**config.mk**
```make
export PLATFORM = sky130hd
export DESIGN_NAME = ccsr_core_status
export DESIGN_NICKNAME = d
export VERILOG_FILES = /design/src/common/ccsr_pkg.sv /design/src/rtl/ccsr_core_status.sv /design/src/rtl/ccsr_sat_flag.sv
export VERILOG_INCLUDE_DIRS = /design/src /design/src/common
export SDC_FILE = /design/constraint.sdc
export NUM_CORES = 1
export LEC_CHECK = 0
export BUFFER_PORTS_ARGS = -buffer_cell sky130_fd_sc_hd__buf_4
export CAP_MARGIN = 5
export CELL_PAD_IN_SITES_DETAIL_PLACEMENT = 0
export CELL_PAD_IN_SITES_GLOBAL_PLACEMENT = 1
export CORE_MARGIN = 10
export CORE_UTILIZATION = 28
export DETAILED_ROUTE_END_ITERATION = 16
export PLACE_DENSITY_LB_ADDON = 0.1
export SLEW_MARGIN = 20
export SYNTH_ARGS = -nofsm -noshare
export SYNTH_HDL_FRONTEND = slang
export SYNTH_SLANG_ARGS = --single-unit
export TNS_END_PERCENT = 30
```
**constraint.sdc**
```tcl
create_clock -name clk -period 1.4 [get_ports clk]
set_input_delay 0.21 -clock clk [delete_from_list [all_inputs] [get_ports clk]]
set_output_delay 0.21 -clock clk [all_outputs]
set_load 0.1 [all_outputs]
```
**src/common/ccsr_map.svh**
```systemverilog
`ifndef CCSR_MAP_SVH
`define CCSR_MAP_SVH

`define CCSR_ID_MSB      31
`define CCSR_ID_LSB      24
`define CCSR_REV_MSB     23
`define CCSR_REV_LSB     16
`define CCSR_PDREQ_MSB      15
`define CCSR_PDREQ_LSB      10
`define CCSR_SATURATION_BIT 9
`define CCSR_EN_BIT         8
`define CCSR_PCACHE_MSB     7
`define CCSR_PCACHE_LSB     5
`define CCSR_DCACHE_MSB     4
`define CCSR_DCACHE_LSB     2
`define CCSR_SAVED_EN_BIT   1
`define CCSR_GLOBAL_EN_BIT  0

`define CCSR_PD_NONE     6'h00
`define CCSR_PD_LIGHT_EN 6'h09
`define CCSR_PD_LIGHT_AN 6'h11
`define CCSR_PD_DEEPER   6'h1A
`define CCSR_PD_DEEPEST  6'h1C

`define CCSR_CACHE_ON_A  3'h0
`define CCSR_CACHE_ON_B  3'h2
`define CCSR_CACHE_RST   3'h0

`endif

```
**src/common/ccsr_pkg.sv**
```systemverilog
package ccsr_pkg;

    typedef enum logic [1:0] {
        CCSR_AWAKE   = 2'b00,
        CCSR_LIGHT   = 2'b01,
        CCSR_DEEPER  = 2'b11,
        CCSR_DEEPEST = 2'b10
    } ccsr_sleep_e;

    typedef struct packed {
        logic        wrEn;
        logic [31:0] wrData;
    } ccsr_move_s;

    typedef struct packed {
        logic [2:0] programCacheMode;
        logic [2:0] dataCacheMode;
        logic       programCacheOn;
        logic       dataCacheOn;
    } ccsr_cache_s;

endpackage

```
**src/rtl/ccsr_core_status.sv**
```systemverilog
`include "ccsr_map.svh"

// Operation
// - Top two bytes: read-only identifier, revision
// - Power-down field writable, always reads zero
// - 001001/010001 enter light sleep, interrupt wake
// - 011010/011100 deeper/deepest, reset wake only
// - Saturation set by units, cleared by move
// - Simultaneous set and clear leaves set
// - Saturation flag sets one cycle later
// - False-condition instruction leaves saturation unchanged
// - Bit 8 read-only endian, default little
// - Program cache 000/010 enabled, others reserved
// - Data cache 000/010 two-way enabled
// - Interrupt taken copies enable to saved bit
// - Bit 0 gates maskable interrupts only
module ccsr_core_status
    import ccsr_pkg::*;
#(
    parameter logic [7:0] CORE_ID  = 8'h5A, // Arbitrary value
    parameter logic [7:0] REV_ID   = 8'hA5, // Arbitrary value
    parameter int         NUM_INTS = 12
) (
    input  wire logic                clk,
    input  wire logic                nrst,
    input  wire ccsr_move_s          moveWr,
    input  wire logic                moveRd,
    input  wire logic                satEvent,
    input  wire logic                satCondTrue,
    input  wire logic                intTaken,
    input  wire logic                intReturn,
    input  wire logic [NUM_INTS-1:0] intPending,
    input  wire logic [NUM_INTS-1:0] intEnabled,
    input  wire logic                endianPin,
    output logic [31:0]              rdData_q,
    output logic                     maskableAllow_q,
    output ccsr_sleep_e              sleepState_q,
    output ccsr_cache_s              cache_q
);

    if (NUM_INTS < 1 || NUM_INTS > 32) begin : g_bad_num_ints
        $error("NUM_INTS out of range");
    end

    function automatic logic cacheOn(input logic [2:0] mode);
        cacheOn = (mode == `CCSR_CACHE_ON_A) || (mode == `CCSR_CACHE_ON_B);
    endfunction

    ////////////////////////////////////////////////////////////////////////
    logic       endianS1_q;
    logic       endianS2_q;
    logic       endian_q;
    logic [1:0] strapWait_q;
    logic       strapDone_q;
    logic       globalEn_q;
    logic       savedEn_q;
    logic       anyWake_q;
    logic [2:0] progCache_q;
    logic [2:0] dataCache_q;
    logic       satFlag;
    logic [5:0] pdReq;
    logic       wakeAny;
    logic       wakeEn;

    assign pdReq   = moveWr.wrData[`CCSR_PDREQ_MSB:`CCSR_PDREQ_LSB];
    assign wakeAny = |intPending;
    assign wakeEn  = |(intPending & intEnabled);

    ccsr_sat_flag u_sat (
        .clk         (clk),
        .nrst        (nrst),
        .satEvent    (satEvent),
        .satCondTrue (satCondTrue),
        .clearReq    (moveWr.wrEn),
        .clearValue  (moveWr.wrData[`CCSR_SATURATION_BIT]),
        .satFlag_q   (satFlag)
    );

    ////////////////////////////////////////////////////////////////////////
    // Endian strap sync and capture after reset release
    always_ff @(posedge clk or negedge nrst) begin
        if (!nrst) begin
            endianS1_q <= 1'b1;
            endianS2_q <= 1'b1;
        end else begin
            endianS1_q <= endianPin;
            endianS2_q <= endianS1_q;
        end
    end

    // Wait until the synchroniser holds the strap before capturing it
    always_ff @(posedge clk or negedge nrst) begin
        if (!nrst) begin
            endian_q    <= 1'b1;
            strapWait_q <= 2'b00;
            strapDone_q <= 1'b0;
        end else if (!strapDone_q) begin
            strapWait_q <= {strapWait_q[0], 1'b1};
            if (strapWait_q[1]) begin
                endian_q    <= endianS2_q;
                strapDone_q <= 1'b1;
            end
        end
    end

    ////////////////////////////////////////////////////////////////////////
    // Interrupt enable and saved copy
    always_ff @(posedge clk or negedge nrst) begin
        if (!nrst) begin
            globalEn_q <= 1'b0;
            savedEn_q  <= 1'b0;
        end else if (intTaken) begin
            savedEn_q  <= globalEn_q;
            globalEn_q <= 1'b0;
        end else if (intReturn) begin
            globalEn_q <= savedEn_q;
        end else if (moveWr.wrEn) begin
            globalEn_q <= moveWr.wrData[`CCSR_GLOBAL_EN_BIT];
            savedEn_q  <= moveWr.wrData[`CCSR_SAVED_EN_BIT];
        end
    end

    always_ff @(posedge clk or negedge nrst) begin
        if (!nrst) begin
            maskableAllow_q <= 1'b0;
        end else begin
            maskableAllow_q <= globalEn_q;
        end
    end

    ////////////////////////////////////////////////////////////////////////
    // Cache modes
    always_ff @(posedge clk or negedge nrst) begin
        if (!nrst) begin
            progCache_q <= `CCSR_CACHE_RST;
            dataCache_q <= `CCSR_CACHE_RST;
        end else if (moveWr.wrEn) begin
            progCache_q <= moveWr.wrData[`CCSR_PCACHE_MSB:`CCSR_PCACHE_LSB];
            dataCache_q <= moveWr.wrData[`CCSR_DCACHE_MSB:`CCSR_DCACHE_LSB];
        end
    end

    always_ff @(posedge clk or negedge nrst) begin
        if (!nrst) begin
            cache_q <= '0;
        end else begin
            cache_q.programCacheMode <= progCache_q;
            cache_q.dataCacheMode    <= dataCache_q;
            cache_q.programCacheOn   <= cacheOn(progCache_q);
            cache_q.dataCacheOn      <= cacheOn(dataCache_q);
        end
    end

    ////////////////////////////////////////////////////////////////////////
    // Power-down state machine
    always_ff @(posedge clk or negedge nrst) begin
        if (!nrst) begin
            sleepState_q <= CCSR_AWAKE;
        end else begin
            case (sleepState_q)
                CCSR_AWAKE: begin
                    if (moveWr.wrEn) begin
                        case (pdReq)
                            `CCSR_PD_LIGHT_EN: sleepState_q <= CCSR_LIGHT;
                            `CCSR_PD_LIGHT_AN: sleepState_q <= CCSR_LIGHT;
                            `CCSR_PD_DEEPER:   sleepState_q <= CCSR_DEEPER;
                            `CCSR_PD_DEEPEST:  sleepState_q <= CCSR_DEEPEST;
                            default:           sleepState_q <= CCSR_AWAKE;
                        endcase
                    end
                end
                CCSR_LIGHT: begin
                    if (anyWake_q ? wakeAny : wakeEn) begin
                        sleepState_q <= CCSR_AWAKE;
                    end
                end
                CCSR_DEEPER:  sleepState_q <= CCSR_DEEPER;
                CCSR_DEEPEST: sleepState_q <= CCSR_DEEPEST;
                default:      sleepState_q <= CCSR_AWAKE;
            endcase
        end
    end

    always_ff @(posedge clk or negedge nrst) begin
        if (!nrst) begin
            anyWake_q <= 1'b0;
        end else if (moveWr.wrEn && sleepState_q == CCSR_AWAKE) begin
            anyWake_q <= (pdReq == `CCSR_PD_LIGHT_AN);
        end
    end

    ////////////////////////////////////////////////////////////////////////
    // Read-back word, registered on a move read
    always_ff @(posedge clk or negedge nrst) begin
        if (!nrst) begin
            rdData_q <= 32'h0000_0000;
        end else if (moveRd) begin
            rdData_q <= {CORE_ID, REV_ID, 6'h00, satFlag, endian_q,
                         progCache_q, dataCache_q, savedEn_q, globalEn_q};
        end
    end

endmodule

```
**src/rtl/ccsr_sat_flag.sv**
```systemverilog
`include "ccsr_map.svh"

module ccsr_sat_flag
    import ccsr_pkg::*;
(
    input  wire logic clk,
    input  wire logic nrst,
    input  wire logic satEvent,
    input  wire logic satCondTrue,
    input  wire logic clearReq,
    input  wire logic clearValue,
    output logic      satFlag_q
);

    logic satPend_q;

    // Delay slot stage
    always_ff @(posedge clk or negedge nrst) begin
        if (!nrst) begin
            satPend_q <= 1'b0;
        end else begin
            satPend_q <= satEvent & satCondTrue;
        end
    end

    // Set wins over clear
    always_ff @(posedge clk or negedge nrst) begin
        if (!nrst) begin
            satFlag_q <= 1'b0;
        end else if (satPend_q) begin
            satFlag_q <= 1'b1;
        end else if (clearReq && !clearValue) begin
            satFlag_q <= 1'b0;
        end
    end

endmodule

```
== Word-level counts from Yosys, hierarchy flattened ==
Index checks and enable logic that the tools add are counted.

* Eq/ne operators: 12
* Bitwise operators: 3
* Muxes and demuxes: 15
* Reductions and logical operators: 17

{| class="wikitable"
|+ Operator list
! cell !! number
|-
| 12-bit OR reduction || 2
|-
| 6-bit by 5-bit == test with 1-bit output, second input constant || 3
|-
| 12-bit bitwise AND || 1
|-
| 1-bit 2-to-1 mux || 11
|-
| 2-bit case mux with 4 select lines || 1
|-
| 3-bit by 2-bit == test with 1-bit output, second input constant || 2
|-
| 6-bit by 4-bit == test with 1-bit output, second input constant || 1
|-
| 3-bit logical NOT || 2
|-
| 2-bit != test, second input constant || 3
|-
| 2-bit case mux with 3 select lines || 1
|-
| 2-bit AND reduction || 3
|-
| 2-bit == test, second input constant || 2
|-
| 2-bit 2-to-1 mux || 2
|-
| 2-bit nonzero test || 2
|-
| 3-bit nonzero test || 1
|-
| 2-bit by 1-bit == test with 1-bit output, second input constant || 1
|-
| 1-bit logical AND || 2
|-
| 2-bit logical NOT || 1
|-
| 1-bit logical OR || 2
|-
| 2-bit OR reduction || 1
|-
| 1-bit bitwise AND || 1
|-
| 1-bit logical NOT || 1
|-
| 1-bit inverter || 1
|}

* Input bits: 65
* Logic and storage cells: 66
* Output and inout port bits: 43
* Flip-flop bits (word level): 39

== Logic depth before layout (Yosys ltp) ==
* Depth in word-level cells: 5
* Mapped depth: 5
* Depth with buffers taken out: 4

== Cells and area by module ==
Synthesis repeated with hierarchy kept, for this count alone.

* Cell total of the unflattened synthesis: 129
* Area, all modules: 1685.4 µm²

{| class="wikitable"
|+ Modules (own cells, without submodules)
! module !! area each (µm²) !! times used !! cells an instance !! sequential area each (µm²)
|-
| ccsr_core_status || 1615.3 || 1 || 124 || 929.6
|-
| ccsr_sat_flag || 70.1 || 1 || 5 || 50.0
|}

== Worst setup path after synthesis ==
No wires, ideal clock.

* Path type: flip-flop to flip-flop
* Start point: register sleepState_q[1]
* End point: register sleepState_q[0]
* Path slack: -0.413 ns
* Buffers on the path: 0
* Arrival time: 1.741 ns
* Data required time: 1.329 ns
* Stages on the path, launching flop included: 4
* Library setup time: 0.071 ns
* Clock period less this slack: 1.813 ns
* Cell sequence: dfrtp_1 -> or3b_1 -> or4_1 -> nand3_1

* Longest elaborated chain between the ends: 3
* Elaborated cells on any way between the ends: 8
* Classes of those cells: eq/ne: 5; mux: 1; reduce/logical: 2

{| class="wikitable"
|+ Ends and longest elaborated chain
! what !! line !! source
|-
| start, declared || ccsr_core_status.sv:37 || <nowiki>output ccsr_sleep_e sleepState_q,</nowiki>
|-
| start signal, assigned || ccsr_core_status.sv:158 || <nowiki>sleepState_q <= CCSR_AWAKE;</nowiki>
|-
| start signal, assigned || ccsr_core_status.sv:164 || <nowiki>`CCSR_PD_LIGHT_EN: sleepState_q <= CCSR_LIGHT;</nowiki>
|-
| start signal, assigned || ccsr_core_status.sv:165 || <nowiki>`CCSR_PD_LIGHT_AN: sleepState_q <= CCSR_LIGHT;</nowiki>
|-
| 2-bit by 1-bit == test with 1-bit output / 2-bit logical NOT (equally long branches) || ccsr_core_status.sv:160 || <nowiki>case (sleepState_q)</nowiki>
|-
| 2-bit != test (no source line) || -- ||
|-
| 2-bit AND reduction (no source line) || -- ||
|}

Several ways; a longest one is shown, not always the timed one.
A chain may end at the register's enable or synchronous reset.

== Worst setup path in the final report ==
Ends and elaborated chain as after synthesis.

==> flow_metrics.env <==
export IMPL_outcome="finished clean"
export IMPL_core_um2=5640
export IMPL_setup_viol=0
export IMPL_sw_frac_of_total_pct=39.2
export IMPL_fp_dieH_um=96.9
export IMPL_globalRouteTotalUtil_pct=8.99
export IMPL_cts_tree="built"
export IMPL_htree_levels=2
export IMPL_final_antenna_net_count=0
export IMPL_period_share_pct=98.1
export IMPL_rows=27
export IMPL_maxCapViolCount=0
export IMPL_cp_arrival_ns=1.59
export IMPL_via_count=1213
export IMPL_netlist_instances=127
export IMPL_finalHoldWorstSlack_ns=0.0253
export IMPL_clk_pin_slew_ns=0.08
export IMPL_vdd_drop_max_mv=0.696
export IMPL_ys_warn_count=0
export IMPL_post_route_util_pct=41.8
export IMPL_p_int_w=0.00205
export IMPL_rsz0062_at_grt="no"
export IMPL_crit_path_max_fanout=2
export IMPL_syn_area_per_cell_um2=13.1
export IMPL_ys_seq_elements=39
export IMPL_layout_commonest_cell="buf_4"
export IMPL_dr_first_iter_drc_count=27
export IMPL_io_buffers=76
export IMPL_fin_cells=277
export IMPL_antenna_cells=0
export IMPL_cts_setup_buffers=0
export IMPL_clkLatencyLatePin_ns=0.28
export IMPL_p_leak_nw=1.14
export IMPL_final_area_um2=2360
export IMPL_slowest_delay_ns=0.42
export IMPL_holdCritPathClass="in -> reg"
export IMPL_cp_start_kind="flip-flop"
export IMPL_end_kind="flip-flop"
export IMPL_cellPowerDensity_nw_per_um2=1430
export IMPL_area_delta_synth_final_pct=42.4
export IMPL_drt_wl_total_mm=4.48
export IMPL_hold_viol_final=0
export IMPL_vias_per_cell=4.38
export IMPL_timing_setup_tns_ns=0
export IMPL_synth_top_cells_by_area="dfrtp_1 54%, mux2_2 12%, buf_4 9.5%"
export IMPL_required_ns=1.62
export IMPL_fmax_mhz=728
export IMPL_grt_max_degree=40
export IMPL_post_synth_top_area_cell="dfrtp_1"
export IMPL_nNetsFinal=269
export IMPL_synth_cell_types=33
export IMPL_mostFrequentLayoutCells="79 x buf_4, 33 x dfrtp_1, 18 x mux2_2"
export IMPL_drc_errors=0
export IMPL_drv_slew=0
export IMPL_multi_input_area_um2=572
export IMPL_globalplace_congestion=0.841
export IMPL_grt_pass1_vias=1286
export IMPL_worstPathCellList="or3b_4 > or4_4 > nand3_2"
export IMPL_p_sw_w=0.00132
export IMPL_combPwrFrac_pct=34.4
export IMPL_cts_buffers=5
export IMPL_fin_crit_ns=1.37
export IMPL_syn_cell_area_um2=1660
export IMPL_dr_pass1_iters=4
export IMPL_synth_seq_area_share_pct=59.1
export IMPL_drive_gt1_share_pct=57.6
export IMPL_synth_top_area_share_pct=54.3
export IMPL_routedWlPerCell_um=16.2
export IMPL_critical_path_class="reg -> reg"
export IMPL_dieArea_um2=9400
export IMPL_die_w_um=96.9
export IMPL_dp_hpwl_mm=3.61
export IMPL_grt_overflow_total=0
export IMPL_clock_sinks=39
export IMPL_ios=108
export IMPL_cp_slowest_cell="or4_4"
export IMPL_pwr_share_clk_pct=27.2
export IMPL_dpl_cell_area_um2=2230
export IMPL_regArea_um2=983
export IMPL_start_util_pct=29.4
export IMPL_place_inst=268
export IMPL_worst_clock_skew_ns=0.00280
export IMPL_p_seq_share_pct=38.3
export IMPL_fillers=562
export IMPL_clockBufferDepth=2
export IMPL_antenna_found_initial=0
export IMPL_grt_pass1_wl_mm=6.85
export IMPL_root_buffer="clkbuf_8"
==> synthesized netlist by cell type, drive strengths merged <==
master and instances:
nand3 2, xor2 2, a22o 2, a21oi 2, nor4bb 1, nand2 4
nor2b 3, dfrtp 36, nor4 2, or4 1, mux2i 2, clkbuf 1
a22oi 1, or3b 1, nand4 1, mux2 18, a32oi 2, nor2 5
and4b 1, a21o 1, dfstp 3, and2 1, buf 22, a221oi 2
nor3 1, nor4b 1, and3 1, conb 1, or2 2, a31o 1
nand2b 3, o21ai 1
==> final cells by class <==
type / instances / area share, %
repair buffers: 80 / 25.5
flip-flops and latches: 39 / 41.7
clock inverters: 3 / 1.85
clock buffers: 5 / 2.91
multi-input cells: 78 / 24.2
well taps: 72 / 3.82
==> final timing paths <==
| kind | from | endpoint | slack [ns] | depth (start not counted) |
|---|---|---|---|---|
| hold reg to reg | endianS1_q | endianS2_q | 0.36 | 0 |
| setup reg to reg | sleepState_q[1] | sleepState_q[0] | 0.03 | 3 |
| min in group asynchronous | nrst | rdData_q[8] | 0.43 | 2 |
| hold / removal | endianPin | endianS1_q | 0.03 | 1 |
| setup / recovery | sleepState_q[1] | sleepState_q[0] | 0.03 | 3 |
| max in group asynchronous | nrst | rdData_q[16] | 0.62 | 2 |
==> per-stage QoR <==
step                      setup slack, ns  total power [W]
final                              0.0266          0.00337
after global routing              0.00479          0.00351
after CTS                          0.0171          0.00341
after detailed placement           0.0261          0.00248
after global placement             0.0797          0.00246
after floorplan                    -0.195          0.00217
==> registers in the layout, summed over array words and instances (netlist names), 2 cells and up <==
signal / flops
rdData_q: 11
cache_q: 8
dataCache_q: 3
progCache_q: 3
sleepState_q: 2
strapWait_q: 2
==> metal layers <==
metal	GRT usage, %	share of wire, %	up-vias
met5	0	0	-
met1	10.2	42	580
met3	3.48	7.7	7
met2	14.8	49	59
met4	3.38	1.2	0
li1	-	-	567
==> power by group through the flow <==
stage	combinational, W	sequential, W	clock [W]
finish	0.00116	0.00129	0.000918
global placement	0.00115	0.00131	0
detailed placement	0.00116	0.00132	0
floorplan	0.000315	0.00186	0
global route	0.00120	0.00131	0.000993
CTS	0.00117	0.00129	0.000953
==> timing repair <==
action                                 4_1_cts  5_1_grt
hold buffers                                 1        0
setup endpoints to repair                    0        1
gates resized for setup                      0        3
endpoints found under the hold margin       36        0
==> critical path: cells and delay by family (launching register included) <==
family        cells  cell delay, ns
simple gates      3            0.90
flops             1            0.41
==> kinds of logic after synthesis <==
| family | after synthesis | synth area share [%] |
|---|---|---|
| flip-flops | 39 | 59.1 |
| AND/OR/NAND/NOR | 30 | 10.6 |
| buffers and inverters | 23 | 10.0 |
| multiplexers | 20 | 13.4 |
| AO/OA/AOI/OAI | 12 | 5.51 |
| XOR/XNOR | 2 | 1.06 |
| other | 1 | 0.226 |
(Power assumes the default switching activity.)
